`config.mk`:
```
export PLATFORM = sky130hd
export DESIGN_NAME = clocked_serial_unit
export DESIGN_NICKNAME = d
export VERILOG_FILES = /design/src/verilog/serial_unit_pkg.sv /design/src/verilog/clocked_serial_unit.sv
export SDC_FILE = /design/constraint.sdc
export NUM_CORES = 1
export LEC_CHECK = 0
export BUFFER_PORTS_ARGS = -buffer_cell sky130_fd_sc_hd__buf_4
export CORE_UTILIZATION = 65
export DETAILED_ROUTE_END_ITERATION = 7
export HOLD_SLACK_MARGIN = 0.1
export PLACE_DENSITY = 0.88
export SYNTH_ARGS = -nofsm -noshare
export SYNTH_HDL_FRONTEND = slang
export SYNTH_SLANG_ARGS = --single-unit
export TNS_END_PERCENT = 20
```
`constraint.sdc`:
```
create_clock -name REF_CLK -period 5.9 [get_ports REF_CLK]
set_clock_uncertainty 0.15 [all_clocks]
set_input_delay 0.59 -clock REF_CLK [delete_from_list [all_inputs] [get_ports REF_CLK]]
set_output_delay 0.59 -clock REF_CLK [all_outputs]
set_load 0.01 [all_outputs]
```
`src/verilog/serial_unit_pkg.sv`:
```
// register map, field layouts and types of the clocked serial unit
package serial_unit_pkg;

  localparam int ADDR_W = 3;
  localparam int DATA_W = 16;

  localparam logic [2:0] MAIN_CTRL_ADDR   = 3'h0;
  localparam logic [2:0] TIMING_CTRL_ADDR = 3'h1;
  localparam logic [2:0] LENGTH_CTRL_ADDR = 3'h2;
  localparam logic [2:0] STATUS_ADDR      = 3'h3;
  localparam logic [2:0] TX_BUF_ADDR      = 3'h4;
  localparam logic [2:0] RX_BUF_ADDR      = 3'h5;

  localparam logic [7:0]  MAIN_CTRL_RST   = 8'h00;
  localparam logic [7:0]  TIMING_CTRL_RST = 8'h00;
  localparam logic [3:0]  LENGTH_CTRL_RST = 4'h0;
  localparam logic [15:0] BUF_RST         = 16'h0000;

  localparam logic [2:0] CLK_SRC_EXT   = 3'h7;
  localparam logic [4:0] WORD_LEN_BASE = 5'h08;
  localparam logic [4:0] WORD_LEN_MAX  = 5'h10;
  localparam int         BUSY_BIT      = 7;
  localparam int         OVERRUN_BIT   = 0;
  localparam int         DIV_W         = 7;

  typedef struct packed {
    logic       unit_power_bit;
    logic       transmit_enable_bit;
    logic       receive_enable_bit;
    logic       bit_order_select;
    logic [2:0] unused;
    logic       continue_receive_bit;
  } main_ctrl_t;

  typedef struct packed {
    logic [2:0] unused;
    logic       clock_polarity_select;
    logic       data_phase_select;
    logic [2:0] clock_source_field;
  } timing_ctrl_t;

  typedef enum logic {XFER_IDLE, XFER_RUN} xfer_state_t;

endpackage

```
`src/verilog/clocked_serial_unit.sv`:
```
// single-transfer clocked serial unit with register port
//
// The placing of the registers and the strobed register port were left to the implementer.
`timescale 1ns/1ps

module clocked_serial_unit
  import serial_unit_pkg::*;
(
  input  wire logic              REF_CLK,
  input  wire logic              RSTN,
  input  wire logic [ADDR_W-1:0] ADDR,
  input  wire logic [DATA_W-1:0] WDATA,
  input  wire logic              WR,
  input  wire logic              RD,
  output logic      [DATA_W-1:0] RDATA,
  input  wire logic              SERIAL_CLOCK_PIN_IN,
  output logic                   SERIAL_CLOCK_PIN_OUT,
  output logic                   SERIAL_CLOCK_PIN_OE_N,
  output logic                   SERIAL_OUTPUT_PIN,
  input  wire logic              SERIAL_INPUT_PIN,
  output logic                   RECEIVE_COMPLETE_IRQ,
  output logic                   TRANSMIT_READY_IRQ
);

  function automatic logic [4:0] word_len(input logic [3:0] field);
    word_len = field[3] ? WORD_LEN_MAX : WORD_LEN_BASE + {2'b00, field[2:0]};
  endfunction

  // buffer bit carried by shift step idx, data always LSB aligned
  function automatic logic [3:0] bit_pos(input logic [4:0] idx, input logic [4:0] len,
                                         input logic lsb_first);
    logic [4:0] p;
    p = lsb_first ? idx : len - 5'd1 - idx;
    bit_pos = p[3:0];
  endfunction

  main_ctrl_t         main_control_reg;
  timing_ctrl_t       timing_control_reg;
  logic [3:0]         word_length_field;
  xfer_state_t        state;
  logic               overrun_flag;
  logic               rx_unread;
  logic [DATA_W-1:0]  transmit_buffer;
  logic [DATA_W-1:0]  receive_buffer;
  logic [DATA_W-1:0]  rx_shift;
  logic [4:0]         idx;
  logic [DIV_W-1:0]   div_cnt;
  logic               sck_lvl;
  logic               sync1;
  logic               sync2;
  logic               sync3;
  logic               sout;
  logic               irq;
  logic [DATA_W-1:0]  rdata;

  main_ctrl_t         next_main_control_reg;
  timing_ctrl_t       next_timing_control_reg;
  logic [3:0]         next_word_length_field;
  xfer_state_t        next_state;
  logic               next_overrun_flag;
  logic               next_rx_unread;
  logic [DATA_W-1:0]  next_transmit_buffer;
  logic [DATA_W-1:0]  next_receive_buffer;
  logic [DATA_W-1:0]  next_rx_shift;
  logic [4:0]         next_idx;
  logic [DIV_W-1:0]   next_div_cnt;
  logic               next_sck_lvl;
  logic               next_sout;
  logic               next_irq;
  logic [DATA_W-1:0]  next_rdata;

  logic               slave;
  logic               idle_lvl;
  logic               running;
  logic               tick;
  logic               lead;
  logic               trail;
  logic               sample;
  logic               shift;
  logic               start_tx;
  logic               start_rx;
  logic               rx_read;
  logic               done;
  logic [4:0]         len;
  logic [DIV_W-1:0]   half;

  always_comb begin
    len      = word_len(word_length_field);
    slave    = timing_control_reg.clock_source_field == CLK_SRC_EXT;
    idle_lvl = ~timing_control_reg.clock_polarity_select;
    running  = state == XFER_RUN;
    // source 000 toggles every cycle, period of two system clocks
    half     = DIV_W'(7'h01 << timing_control_reg.clock_source_field);
    tick     = running && !slave && (div_cnt == half - 7'h01);
    if (slave) begin
      // only the synchronised copies are looked at; idle clocks are ignored
      lead  = running && (sync2 != idle_lvl) && (sync3 == idle_lvl);
      trail = running && (sync2 == idle_lvl) && (sync3 != idle_lvl);
    end else begin
      lead  = tick && (sck_lvl == idle_lvl);
      trail = tick && (sck_lvl != idle_lvl);
    end
    sample = timing_control_reg.data_phase_select ? lead : trail;
    shift  = timing_control_reg.data_phase_select ? trail : lead;
    rx_read  = RD && (ADDR == RX_BUF_ADDR);
    start_tx = WR && (ADDR == TX_BUF_ADDR) && !running
               && main_control_reg.unit_power_bit && main_control_reg.transmit_enable_bit;
    start_rx = rx_read && !running && main_control_reg.unit_power_bit
               && main_control_reg.receive_enable_bit && !main_control_reg.transmit_enable_bit
               && main_control_reg.continue_receive_bit;

    next_main_control_reg   = main_control_reg;
    next_timing_control_reg = timing_control_reg;
    next_word_length_field  = word_length_field;
    next_state              = state;
    next_overrun_flag       = overrun_flag;
    next_rx_unread          = rx_unread;
    next_transmit_buffer    = transmit_buffer;
    next_receive_buffer     = receive_buffer;
    next_rx_shift           = rx_shift;
    next_idx                = idx;
    next_div_cnt            = div_cnt;
    next_sck_lvl            = idle_lvl;
    next_sout               = sout;
    next_irq                = 1'b0;
    next_rdata              = '0;
    done                    = 1'b0;

    // register writes and reads
    if (WR) begin
      case (ADDR)
        MAIN_CTRL_ADDR:   next_main_control_reg = main_ctrl_t'(WDATA[7:0]);
        TIMING_CTRL_ADDR: next_timing_control_reg = timing_ctrl_t'(WDATA[7:0]);
        LENGTH_CTRL_ADDR: next_word_length_field = WDATA[3:0];
        STATUS_ADDR:      next_overrun_flag = overrun_flag & WDATA[OVERRUN_BIT];
        default:          next_overrun_flag = next_overrun_flag;
      endcase
    end
    if (RD) begin
      case (ADDR)
        MAIN_CTRL_ADDR:   next_rdata = {8'h00, main_control_reg};
        TIMING_CTRL_ADDR: next_rdata = {8'h00, timing_control_reg};
        LENGTH_CTRL_ADDR: next_rdata = {12'h000, word_length_field};
        STATUS_ADDR: begin
          next_rdata[BUSY_BIT]    = running;
          next_rdata[OVERRUN_BIT] = overrun_flag;
        end
        TX_BUF_ADDR:      next_rdata = transmit_buffer;
        RX_BUF_ADDR:      next_rdata = receive_buffer;
        default:          next_rdata = '0;
      endcase
    end
    if (rx_read) begin
      next_rx_unread = 1'b0;
    end

    case (state)
      XFER_IDLE: begin
        next_div_cnt = '0;
        if (start_tx || start_rx) begin
          next_state    = XFER_RUN;
          next_idx      = '0;
          next_rx_shift = '0;
          if (start_tx) begin
            next_transmit_buffer = WDATA;
            if (timing_control_reg.data_phase_select) begin
              next_sout = WDATA[bit_pos(5'd0, len, main_control_reg.bit_order_select)];
            end
          end
        end
      end
      XFER_RUN: begin
        next_sck_lvl = sck_lvl;
        if (!slave) begin
          next_div_cnt = tick ? '0 : div_cnt + 7'h01;
          if (tick) begin
            next_sck_lvl = ~sck_lvl;
          end
        end
        if (shift && (idx < len) && main_control_reg.transmit_enable_bit) begin
          next_sout = transmit_buffer[bit_pos(idx, len, main_control_reg.bit_order_select)];
        end
        if (sample) begin
          if (main_control_reg.receive_enable_bit) begin
            next_rx_shift[bit_pos(idx, len, main_control_reg.bit_order_select)] =
              SERIAL_INPUT_PIN;
          end
          next_idx = idx + 5'd1;
        end
        if (trail && (next_idx == len)) begin
          done         = 1'b1;
          next_state   = XFER_IDLE;
          next_sck_lvl = idle_lvl;
          next_irq     = 1'b1;
          if (main_control_reg.receive_enable_bit) begin
            next_receive_buffer = next_rx_shift;
            next_rx_unread      = 1'b1;
            if (rx_unread && !rx_read) begin
              next_overrun_flag = 1'b1;
            end
          end
        end
      end
      default: next_state = XFER_IDLE;
    endcase

    // power off drops the transfer and clears the status
    if (!next_main_control_reg.unit_power_bit) begin
      next_state        = XFER_IDLE;
      next_overrun_flag = 1'b0;
      next_rx_unread    = 1'b0;
      next_sck_lvl      = ~next_timing_control_reg.clock_polarity_select;
      if (!done) begin
        next_irq = 1'b0;
      end
    end
  end

  always_ff @(posedge REF_CLK) begin
    if (!RSTN) begin
      main_control_reg   <= main_ctrl_t'(MAIN_CTRL_RST);
      timing_control_reg <= timing_ctrl_t'(TIMING_CTRL_RST);
      word_length_field  <= LENGTH_CTRL_RST;
      state              <= XFER_IDLE;
      overrun_flag       <= 1'b0;
      rx_unread          <= 1'b0;
      transmit_buffer    <= BUF_RST;
      receive_buffer     <= BUF_RST;
      rx_shift           <= BUF_RST;
      idx                <= 5'h00;
      div_cnt            <= '0;
      sck_lvl            <= 1'b1;
      sync1              <= 1'b1;
      sync2              <= 1'b1;
      sync3              <= 1'b1;
      sout               <= 1'b1;
      irq                <= 1'b0;
      rdata              <= BUF_RST;
    end else begin
      main_control_reg   <= next_main_control_reg;
      timing_control_reg <= next_timing_control_reg;
      word_length_field  <= next_word_length_field;
      state              <= next_state;
      overrun_flag       <= next_overrun_flag;
      rx_unread          <= next_rx_unread;
      transmit_buffer    <= next_transmit_buffer;
      receive_buffer     <= next_receive_buffer;
      rx_shift           <= next_rx_shift;
      idx                <= next_idx;
      div_cnt            <= next_div_cnt;
      sck_lvl            <= next_sck_lvl;
      sync1              <= SERIAL_CLOCK_PIN_IN;
      sync2              <= sync1;
      sync3              <= sync2;
      sout               <= next_sout;
      irq                <= next_irq;
      rdata              <= next_rdata;
    end
  end

  assign RDATA                 = rdata;
  assign SERIAL_CLOCK_PIN_OUT  = sck_lvl;
  assign SERIAL_CLOCK_PIN_OE_N = slave || !main_control_reg.unit_power_bit;
  assign SERIAL_OUTPUT_PIN     = sout;
  assign RECEIVE_COMPLETE_IRQ  = irq;
  assign TRANSMIT_READY_IRQ    = 1'b0;

endmodule

```
### Word-level counts from Yosys, hierarchy flattened

Index checks and enable logic that the tools add are counted.
W data, S select, Z words.

* register bits after elaboration: 105
* output and inout bits: 21
* logic and storage cells: 163

* add/subtract/negate cells: 6
* $lt $le $gt $ge: 4
* equality and inequality tests: 21
* shifts and indexed selects: 1
* multiplexer cells: 60
* bitwise operators: 5
* reductions and logical operators: 40

Operator list (number)
* $mux W16: 3
* $mux W1: 32
* $pmux W16 S2: 1
* $mux W5: 6
* $pmux W6 S5: 1
* $logic_and A1 B1 Y1: 23
* $bwmux W16: 1
* $mux W8: 2
* $pmux W8 S2: 1
* $mux W7: 2
* $pmux W7 S2: 1
* $reduce_and A2 Y1: 6
* $lt A4 B5 Y1 const B: 2
* $pmux W5 S2: 1
* $eq A3 B3 Y1 const B: 3
* $bmux W1 S4: 2
* $mux W4: 2
* $ne A2 B2 Y1 const B: 4
* $add A7 B1 Y7 const B: 1
* $eq A7 B7 Y1: 1
* $shl A1 B3 Y7 const A: 1
* $sub A7 B1 Y7 const B: 1
* $eq A3 B2 Y1 const B: 2
* $pmux W1 S6: 1
* other kinds (23): 37

### Logic depth before layout (Yosys ltp)

Gate-level depths: netlist of the first run.

* depth after elaboration: 15
* mapped depth: 15
* depth with buffers taken out: 13

### Worst setup path after synthesis of the first run

OpenSTA, ideal clock, no wires.

* path kind: register to register
* from: reg word_length_field[3]
* to: reg rx_shift[10]
* setup time: 0.128 ns
* arrival: 3.633 ns
* data required time: 5.622 ns
* path slack: 1.989 ns
* cell stages (with the launch flop): 16
* clock period less this slack: 3.911 ns
* cells stage by stage: dfxtp_1 -> clkbuf_1 -> nand2b_1 -> clkbuf_1 -> ha_1 -> inv_1 -> ha_1 -> nor2b_1 -> o21ai_0 -> a21boi_0 -> or4_1 -> clkbuf_1 -> a2111oi_0 -> mux2_2 -> a22oi_1 -> nor2_1

* cells in the longest elaborated chain, start to end: 12

RTL lines
* from (decl): line clocked_serial_unit.sv:39 `logic [3:0] word_length_field;`
* from (signal assigned): line clocked_serial_unit.sv:242 `word_length_field <= next_word_length_field;`
* $mux W5 (*): line clocked_serial_unit.sv:26 `word_len = field[3] ? WORD_LEN_MAX : WORD_LEN_BASE + {2'b00, field[2:0]};`
* $sub A4 B1 Y4 (*): line clocked_serial_unit.sv:33 `p = lsb_first ? idx : len - 5'd1 - idx;`
* $sub A4 B4 Y4 (*): line clocked_serial_unit.sv:33
* $mux W4 (*): line clocked_serial_unit.sv:33
* $lt A4 B5 Y1 (implied by the code) or $ge A4 B1 Y1 (tied branches): line clocked_serial_unit.sv:185 `next_rx_shift[bit_pos(idx, len, main_control_reg.bit_order_select)] =`
* $logic_and A1 B1 Y1 (implied by the code): line clocked_serial_unit.sv:185
* $mux W1 (implied by the code): line clocked_serial_unit.sv:185
* $demux W1 S4 (*): line clocked_serial_unit.sv:185
* $bwmux W16 (*): line clocked_serial_unit.sv:185
* $mux W16 (*): line clocked_serial_unit.sv:184 `if (main_control_reg.receive_enable_bit) begin`
* $mux W16 (*): line clocked_serial_unit.sv:183 `if (sample) begin`
* $pmux W16 S2 (*): line clocked_serial_unit.sv:157 `case (state)`
* to (signal assigned): line clocked_serial_unit.sv:248 `rx_shift <= next_rx_shift;`
* to (decl): line clocked_serial_unit.sv:45 `logic [DATA_W-1:0] rx_shift;`

Mark *: on every way between the ends. The rest lies on a longest branch, timed or not.
A chain may end at the register's enable or synchronous reset.

### Final worst setup path of the first run

* from: reg word_length_field[1]
* to: reg rx_shift[8]

* cells in the longest elaborated chain, start to end: 13

RTL lines (line)
* $add A4 B3 Y5 (*): clocked_serial_unit.sv:26
* $mux W5 (*): clocked_serial_unit.sv:26
* $sub A4 B1 Y4 (*): clocked_serial_unit.sv:33
* $sub A4 B4 Y4 (*): clocked_serial_unit.sv:33
* $mux W4 (*): clocked_serial_unit.sv:33
* $lt A4 B5 Y1 (implied by the code) or $ge A4 B1 Y1 (tied branches): clocked_serial_unit.sv:185
* $logic_and A1 B1 Y1 (implied by the code): clocked_serial_unit.sv:185
* $mux W1 (implied by the code): clocked_serial_unit.sv:185
* $demux W1 S4 (*): clocked_serial_unit.sv:185
* $bwmux W16 (*): clocked_serial_unit.sv:185
* $mux W16 (*): clocked_serial_unit.sv:184
* $mux W16 (*): clocked_serial_unit.sv:183
* $pmux W16 S2 (*): clocked_serial_unit.sv:157

Marks and branches as above.

==> results of run 1 <==
==> cell type report <==
| class | count | share of cell area |
|---|---|---|
| clock buffers | 10 | 0.0201 |
| clock inverters | 5 | 0.00651 |
| inverters | 20 | 0.0118 |
| multi-input cells | 534 | 0.549 |
| flip-flops and latches | 105 | 0.331 |
| well taps | 108 | 0.0213 |
| repair buffers | 51 | 0.0603 |
==> cell usage in the layout, fill, tap and decap left out, types with 3 or more instances in the layout <==
cell,n
nor3b_1,4
nand2_1,78
a21o_1,3
clkbuf_8,9
o21a_1,3
nand3b_1,5
o2111ai_1,10
mux2i_1,38
nor3_1,4
nand4_1,13
a22oi_1,10
and2_1,4
buf_4,51
and3_1,10
nand3_1,28
dfxtp_1,105
nor2b_1,13
ha_1,11
o31ai_1,3
nand2b_1,12
or3_1,7
o21ai_0,42
mux2_2,12
a31oi_1,4
a21oi_1,68
a311oi_1,3
mux4_2,6
nor4_1,10
inv_1,17
nor2_1,63
o31a_1,9
a2111oi_0,8
xnor2_1,10
==> metrics by stage <==
step | hold WS, ps | total power [mW] | instances | setup WS (ps)
final | 256 | 1.25 | 833 | 1670
after detailed placement | 258 | 0.852 | 818 | 1700
after global routing | 260 | 1.29 | 833 | 1390
after global placement | 248 | 0.849 | 818 | 1910
after floorplan | 236 | 0.813 | 714 | 1990
after CTS | 255 | 1.25 | 833 | 1700
==> layer usage <==
metal,vias up,wire length [um]
met4,0,665
met1,2624,6460
met3,50,1440
met2,338,7220
met5,-,0
li1,2611,-
==> power by group <==
group	total [mW]	internal (mW)	leakage, nW	switching [mW]
sequential	0.718	0.713	0.847	0.00565
combinational	0.122	0.0433	1.23	0.0784
clock	0.413	0.155	0.0794	0.257
==> cell usage after synthesis, types with 7 or more instances <==
master / n / area share
clkbuf_1: 47 / 0.030
mux2_2: 12 / 0.023
dfxtp_1: 105 / 0.36
o31a_1: 9 / 0.013
inv_1: 17 / 0.011
o2111ai_1: 10 / 0.015
a21oi_1: 68 / 0.058
nor4_1: 10 / 0.011
and3_1: 10 / 0.011
nor2_1: 63 / 0.040
nand2_1: 78 / 0.050
nor2b_1: 13 / 0.014
mux2i_1: 38 / 0.065
nand2b_1: 12 / 0.013
a2111oi_0: 8 / 0.012
or3_1: 7 / 0.0075
o21ai_0: 42 / 0.036
xnor2_1: 10 / 0.015
nand4_1: 13 / 0.014
a22oi_1: 10 / 0.013
nand3_1: 28 / 0.024
ha_1: 11 / 0.024
==> worst register-to-register path: stages, from the launching register on <==
cell	delay [ps]
dfxtp_1	420
nor2b_1	310
inv_1	110
ha_1	330
inv_1	210
ha_1	270
nor2b_1	120
o21ai_0	190
a21boi_0	150
or4_1	660
a2111oi_0	550
mux2_2	410
a22oi_1	170
nor2_1	60
==> final timing paths <==
| check | to | slack, ps |
|---|---|---|
| worst max-delay path | rx_shift[8]$_SDFFE_PN0N_ | 1670 |
| worst min-delay path | sync1$_SDFF_PN1_ | 260 |
| worst max register to register | rx_shift[8]$_SDFFE_PN0N_ | 1670 |
| worst min register to register | sync2$_SDFF_PN1_ | 280 |
==> logic make-up after synthesis <==
| logic type | count (synthesis) | synth area share |
|---|---|---|
| and+or+nand+nor | 261 | 0.219 |
| AOI/OAI and AO/OA | 193 | 0.217 |
| DFF | 105 | 0.359 |
| buffers and inverters | 75 | 0.0498 |
| muxes | 56 | 0.111 |
| adders and majority gates | 12 | 0.0270 |
| xor gates and xnor gates | 11 | 0.0165 |
| other | 1 | 0.000641 |
==> impl_metrics.py, run 1 <==
metrics = {
    "status": {
        "status": "completed",
    },
    "global_routing": {
        "grt_max_degree": 62,
        "use_met2": 0.528,
        "grt_pass1_wl_um": 26000,
        "grt_util_met1": 0.460,
        "grt_use_met3": 0.0535,
        "overflow": 0,
        "grt_usage": 0.340,
        "antenna_found_initial": 0,
        "grt_pass1_vias": 5171,
        "gr-max-usage-layer": "met2",
    },
    "setup_path": {
        "worst_r2r_path_depth": 13,
        "cpPeakStageDelay_ps": 660,
        "end_kind": "register",
        "cp.depth": 13,
        "crit_path_max_fanout": 11,
        "cpMaxStageDelayCell": "or4_1",
        "cp.buffers_inverters": 2,
        "r2r-start": "word_length_field[1]$_SDFFE_PN0P_",
        "critPathKind": "reg2reg",
        "cp.arrival_ps": 4330,
        "cp-startpoint": "word_length_field[1]$_SDFFE_PN0P_",
        "crit_path_start_kind": "register",
        "worstPathRequired_ps": 6000,
        "crit_chain": "nor2b_1, inv_1, ha_1, inv_1, ha_1, nor2b_1, o21ai_0, a21boi_0, or4_1, a2111oi_0, mux2_2, a22oi_1, nor2_1",
        "critical_path.top_delay_family": "simple AND/OR/NAND/NOR gates",
    },
    "power_and_ir_drop": {
        "leakage_nw": 2.16,
        "ir_drop_mv": 0.156,
        "p_per_area_mw_per_mm2": 197,
    },
    "layout": {
        "drive_gt1_frac": 0.135,
        "multi_input_area_mm2": 0.00348,
        "nNetsFinal": 758,
        "syn_to_final_growth_pct": 8.49,
        "n_antenna_cell": 0,
        "fillCellCount": 675,
        "finalInstanceArea_mm2": 0.00635,
        "regArea_mm2": 0.00210,
        "utilization": 0.728,
    },
    "place": {
        "placed_area_mm2": 0.00618,
        "place_congestion": 1.00,
        "dp_hpwl_um": 11200,
        "io_buffer_count": 44,
    },
    "timing": {
        "post-route-period-util": 0.716,
        "setup_tns_ps": 0,
        "max_freq_mhz": 237,
        "setup_viol": 0,
        "max-slew-margin-rel": 0.339,
        "rsz0062_at_grt": "no",
        "hold_violations": 0,
        "worstMarginPinSlew_ps": 989,
        "min_period_ps": 4230,
        "slew_viol_final": 0,
    },
    "route": {
        "drt_iter0_drc": 479,
        "vias": 5623,
        "routed_wl_um": 15800,
        "wl_per_cell_um": 19.0,
        "antenna_left": 0,
        "firstDrtPassIters": 7,
        "viasPerCell": 6.75,
        "drc": 0,
    },
    "synth": {
        "ys_async_sr_fraction": 0,
        "syn_area_mm2": 0.00585,
        "synth_warnings": 0,
        "yosysSeqAreaShare": 0.359,
        "synth_cell_type_count": 72,
        "syn_nets": 751,
        "syn-mean-instance-area_um2": 8.19,
        "ys_ff_latch": 105,
        "synthFlopType": "dfxtp_1",
        "syn_inst": 714,
        "synth-edff-count": 0,
    },
    "cts": {
        "htreeDepth": 3,
        "clk_latency_ps": 370,
        "clock-sinks": 105,
        "cts_tree": "yes",
        "cts_buffer_depth": 2,
        "cts_resized": 0,
        "cts_setup_buffers": 0,
        "cts-root-buf": "clkbuf_8",
        "cts_inserted_buffers": 9,
        "path_clk_slew_ps": 110,
        "cts_hold_buf": 0,
    },
    "min_path": {
        "holdCritPathClass": "in2reg",
        "whs_path_depth": 2,
        "hp-start": "SERIAL_CLOCK_PIN_IN",
    },
    "die": {
        "core_area_mm2": 0.00872,
        "die_area_mm2": 0.00938,
        "die_h_um": 96.9,
        "num_rows": 34,
        "die_w_um": 96.9,
        "initial_utilization": 0.671,
        "pin_count": 46,
    },
    "run": {
        "max-cap-violations": 0,
    },
}
Power figures use the tool's default switching activity.
==> run 2: changes to the inputs <==
Settings changed: CORE_UTILIZATION 65 to 60, PLACE_DENSITY 0.88 to 0.83.
Clock period 5.9 ns to 4.4 ns, I/O delays scaled along.
==> impl_metrics.py, run 2 (synthesis results as in run 1) <==
metrics = {
    "setup_path": {
        "crit_path_max_fanout": 11,
        "cpMaxStageDelayCell": "or4_1",
        "crit_chain": "nor2b_1, inv_1, ha_1, inv_1, ha_1, nor2b_1, o21ai_0, a21boi_0, or4_1, a2111oi_0, mux2_2, a22oi_1, nor2_1",
        "crit_path_start_kind": "register",
        "rrSetupSlack_ps": 230,
        "worst_r2r_path_depth": 13,
        "critPathKind": "reg2reg",
        "critical_path.top_delay_family": "simple AND/OR/NAND/NOR gates",
        "cp.buffers_inverters": 2,
        "cpPeakStageDelay_ps": 670,
        "end_kind": "register",
        "cp.arrival_ps": 4270,
        "reg2reg_to": "rx_shift[9]$_SDFFE_PN0N_",
        "r2r-start": "word_length_field[1]$_SDFFE_PN0P_",
        "worstPathRequired_ps": 4500,
    },
    "route": {
        "vias": 5548,
        "antenna_left": 0,
        "viasPerCell": 6.46,
        "drc": 1,
        "wl_per_cell_um": 19.0,
        "routed_wl_um": 16300,
        "firstDrtPassIters": 8,
        "drt_iter0_drc": 436,
    },
    "layout": {
        "n_antenna_cell": 0,
        "syn_to_final_growth_pct": 9.84,
        "stdcell_count": 859,
        "final_cell_mix": "104 x dfxtp_1, 78 x nand2_1, 68 x a21oi_1",
        "nNetsFinal": 762,
        "layout_commonest_cell": "dfxtp_1",
        "drive_gt1_frac": 0.141,
    },
    "timing": {
        "rsz0062_at_grt": "no",
        "post-route-period-util": 0.948,
        "max-slew-margin-rel": 0.419,
        "setup_viol": 0,
        "worst_slack_ps": 227,
        "max_freq_mhz": 240,
        "finalHoldWorstSlack_ps": 140,
        "slew_viol_final": 0,
        "min_period_ps": 4170,
        "setup_tns_ps": 0,
        "hold_violations": 0,
        "worstMarginPinSlew_ps": 870,
    },
    "global_routing": {
        "grt_max_degree": 49,
        "grt_pass1_vias": 4999,
        "antenna_found_initial": 0,
        "grt_pass1_wl_um": 25800,
        "grt_usage": 0.328,
        "overflow": 0,
    },
    "min_path": {
        "hp-start": "RSTN",
        "holdCritPathClass": "in2reg",
        "whs_path_depth": 2,
        "holdPathEnd": "sync3$_SDFF_PN1_",
    },
    "place": {
        "io_buffer_count": 44,
        "placedCellCount": 842,
        "place_congestion": 0.932,
        "dp_hpwl_um": 11500,
        "place_ws_ps": 214,
    },
    "die": {
        "die_w_um": 101,
        "core_area_mm2": 0.00933,
        "pin_count": 46,
        "initial_utilization": 0.627,
        "num_rows": 35,
        "die_area_mm2": 0.0101,
        "die_h_um": 101,
    },
    "power_and_ir_drop": {
        "leakage_nw": 2.19,
        "p_per_area_mw_per_mm2": 266,
        "ir_drop_mv": 0.255,
        "p_total_mw": 1.71,
    },
    "status": {
        "violations": "DRC",
        "status": "finished with violations",
    },
    "run": {
        "max-cap-violations": 0,
    },
    "cts": {
        "clk_latency_ps": 390,
        "cts_inserted_buffers": 9,
        "htreeDepth": 3,
        "path_clk_slew_ps": 100,
        "cts_buffer_depth": 2,
        "cts-root-buf": "clkbuf_8",
        "cts_tree": "yes",
        "clock-sinks": 105,
    },
}
## run 2: changes by cell type in the layout (fill, tap and decap cells not counted)
cell | before | now
a2111oi_0 | 8 | 3
clkbuf_8 | 9 | 11
clkinvlp_4 | 2 | 1
clkinv_4 | 1 | 0
a2111oi_1 | 0 | 5
inv_6 | 2 | 1
buf_4 | 51 | 54
dlygate4sd3_1 | 0 | 1
dfxtp_1 | 105 | 104
clkinv_2 | 0 | 2
dfxtp_2 | 0 | 1
## run 2: worst max path at each step
| stage | slack (ps) | cells past startpoint | to | startpoint |
|---|---|---|---|---|
| 2_1_floorplan | 490 | 15 | rx_shift[10]$_SDFFE_PN0N_ | word_length_field[3]$_SDFFE_PN0P_ |
| 3_3_place_gp | 400 | 12 | rx_shift[15]$_SDFFE_PN0N_ | word_length_field[3]$_SDFFE_PN0P_ |
| 3_5_place_dp | 210 | 13 | rx_shift[15]$_SDFFE_PN0N_ | word_length_field[3]$_SDFFE_PN0P_ |
| 4_1_cts | 170 | 13 | rx_shift[15]$_SDFFE_PN0N_ | word_length_field[3]$_SDFFE_PN0P_ |
| 5_1_grt | 6 | 13 | rx_shift[9]$_SDFFE_PN0N_ | word_length_field[1]$_SDFFE_PN0P_ |
| 6_report | 230 | 13 | rx_shift[9]$_SDFFE_PN0N_ | word_length_field[1]$_SDFFE_PN0P_ |
## run 2: layer usage
layer  vias to the layer above  track usage  part of all wire
met3                        39       0.0596             0.062
met1                      2660        0.439              0.43
li1                       2612            -                 -
met5                         -            0                 0
met2                       237        0.522              0.48
met4                         0        0.139             0.027
## run 2: final cells by class
cell class              instances  area (um^2)
multi-input cells             534         3490
fillers                       770         2900
flip-flops and latches        105         2100
repair buffers                 55          415
well taps                     129          161
clock buffers                  12          155
inverters                      20         75.1
clock inverters                 4         26.3
## run 2: per-stage QoR
step,utilization,area [um^2]
2_1_floorplan,-,5850
5_1_grt,0.689,6420
4_1_cts,0.688,6420
3_5_place_dp,0.667,6230
6_report,0.689,6420
3_3_place_gp,0.667,6230
## run 2: repair_timing
action	CTS	global route
gates resized for setup	0	6
hold endpoints to repair	1	0
setup endpoints to repair	0	9
buffers inserted	0	0
hold buffers	1	0
## run 2: where the power goes
group,internal (mW),switching (mW)
combinational,0.0596,0.105
clock,0.238,0.342
sequential,0.955,0.00753
==> run 3: changes to the inputs <==
--- a/config.mk
+++ b/config.mk
@@ -7,4 +7,5 @@
 export LEC_CHECK = 0
 export BUFFER_PORTS_ARGS = -buffer_cell sky130_fd_sc_hd__buf_4
+export CAP_MARGIN = 20
 export CORE_UTILIZATION = 60
 export DETAILED_ROUTE_END_ITERATION = 7
==> constraint.sdc (replaced) <==
create_clock -name REF_CLK -period 4.4 [get_ports REF_CLK]
set_clock_uncertainty 0.15 [all_clocks]
set_input_delay 0.88 -clock REF_CLK [delete_from_list [all_inputs] [get_ports REF_CLK]]
set_output_delay 0.88 -clock REF_CLK [all_outputs]
set_load 0.01 [all_outputs]
==> impl_metrics.py, run 3 (synthesis results as in run 1) <==
metrics = {
    "status": {
        "status": "completed",
    },
    "timing": {
        "hold_violations": 0,
        "worstMarginPinSlew_ps": 944,
        "post-route-period-util": 0.925,
        "worst_slack_ps": 331,
        "rsz0062_at_grt": "no",
        "min_period_ps": 4070,
        "slew_viol_final": 0,
        "max_freq_mhz": 246,
        "setup_tns_ps": 0,
        "finalHoldWorstSlack_ps": 265,
        "setup_viol": 0,
        "max-slew-margin-rel": 0.370,
    },
    "global_routing": {
        "grt_pass1_wl_um": 26400,
        "gr-max-usage-layer": "met2",
        "grt_usage": 0.336,
        "grt_pass1_vias": 5162,
        "use_met2": 0.526,
        "grt_max_degree": 55,
        "grt_use_met3": 0.0707,
        "grt_util_met1": 0.437,
        "antenna_found_initial": 0,
        "overflow": 0,
    },
    "cts": {
        "cts_setup_buffers": 0,
        "cts_tree": "yes",
        "clk_latency_ps": 400,
        "cts-root-buf": "clkbuf_8",
        "cts_buffer_depth": 2,
        "clock-sinks": 105,
        "cts_inserted_buffers": 9,
        "cts_hold_buf": 0,
        "path_clk_slew_ps": 100,
        "htreeDepth": 3,
    },
    "route": {
        "drc": 0,
        "wl_per_cell_um": 19.1,
        "firstDrtPassIters": 5,
        "viasPerCell": 6.57,
        "routed_wl_um": 16400,
        "vias": 5634,
        "drt_iter0_drc": 488,
        "antenna_left": 0,
    },
    "run": {
        "max-cap-violations": 0,
    },
    "power_and_ir_drop": {
        "switching_share": 0.264,
        "p_per_area_mw_per_mm2": 273,
        "ir_drop_mv": 0.241,
        "pwr-share-seq": 0.548,
        "internal_power_mw": 1.30,
        "leakage_nw": 2.20,
        "pwr-share-clk": 0.358,
        "switchingPower_mw": 0.464,
        "p_comb_frac": 0.095,
    },
    "place": {
        "place_congestion": 0.926,
        "io_buffer_count": 44,
        "dp_hpwl_um": 11700,
        "place_ws_ps": 173,
    },
    "layout": {
        "drive_gt1_frac": 0.147,
        "utilization": 0.692,
        "nNetsFinal": 761,
        "syn_to_final_growth_pct": 10.3,
        "layout_commonest_cell": "dfxtp_1",
        "final_cell_mix": "104 x dfxtp_1, 78 x nand2_1, 68 x a21oi_1",
        "n_antenna_cell": 0,
    },
    "die": {
        "initial_utilization": 0.627,
        "num_rows": 35,
        "pin_count": 46,
        "die_h_um": 101,
        "core_area_mm2": 0.00933,
        "die_area_mm2": 0.0101,
        "die_w_um": 101,
    },
    "setup_path": {
        "crit_path_max_fanout": 11,
        "cp.arrival_ps": 4170,
        "critPathKind": "reg2reg",
        "worst_r2r_path_depth": 13,
        "worstPathRequired_ps": 4500,
        "crit_path_start_kind": "register",
        "end_kind": "register",
    },
    "min_path": {
        "holdCritPathClass": "reg2reg",
        "whs_path_depth": 1,
    },
}
-- run 3: cell count changes in the layout (fill, tap and decap cells not counted), sizes merged --
cell / delta
bufinv: +1
clkbuf: -2
clkinv: +1
dlygate4sd3: -1
-- run 3: layout make-up --
class,count,area (um^2)
fillers,773,2880
clock inverters,6,65.1
well taps,129,161
clock buffers,10,138
multi-input cells,534,3500
inverters,20,75.1
flip-flops and latches,105,2100
repair buffers,54,405
-- run 3: what timing repair did --
action                                  CTS  global route
resized for setup                         0            10
hold endpoints to repair                  0             0
endpoints found under the setup margin    0            15
-- run 3: power groups by stage --
stage | clock network, mW | logic, mW | registers [mW]
after detailed placement | 0 | 0.160 | 0.985
after floorplan | 0 | 0.110 | 0.980
after global placement | 0 | 0.156 | 0.984
after global routing | 0.667 | 0.178 | 0.964
final | 0.629 | 0.167 | 0.963
after CTS | 0.634 | 0.160 | 0.963
-- run 3: final timing paths --
| path | startpoint | to | slack (ps) |
|---|---|---|---|
| min reg2reg | sync1$_SDFF_PN1_ | sync2$_SDFF_PN1_ | 270 |
| min | sync1$_SDFF_PN1_ | sync2$_SDFF_PN1_ | 270 |
| max reg2reg | word_length_field[1]$_SDFFE_PN0P_ | rx_shift[9]$_SDFFE_PN0N_ | 330 |
| max | word_length_field[1]$_SDFFE_PN0P_ | rx_shift[9]$_SDFFE_PN0N_ | 330 |
-- run 3: metrics by stage --
stage | power (mW) | cells | instance area [um^2]
floorplan | 1.09 | 714 | 5850
global placement | 1.14 | 842 | 6230
detailed placement | 1.14 | 842 | 6230
CTS | 1.76 | 858 | 6430
global route | 1.81 | 858 | 6450
finish | 1.76 | 858 | 6450
-- run 3: worst max-delay path, stage by stage, from the launching register on --
cell and delay (ps):
dfxtp_1 430, nor2b_1 310, inv_1 110, ha_1 330, inv_1 190, ha_1 270, nor2b_1 120, o21ai_0 190
a21boi_0 150, or4_4 590, a2111oi_0 470, mux2_2 410, a22oi_1 140, nor2_1 50
-- run 3: routing by layer --
metal | up-vias | wire [um]
li1 | 2612 | -
met1 | 2692 | 6770
met2 | 273 | 7570
met3 | 57 | 1340
met4 | 0 | 705
met5 | - | 0
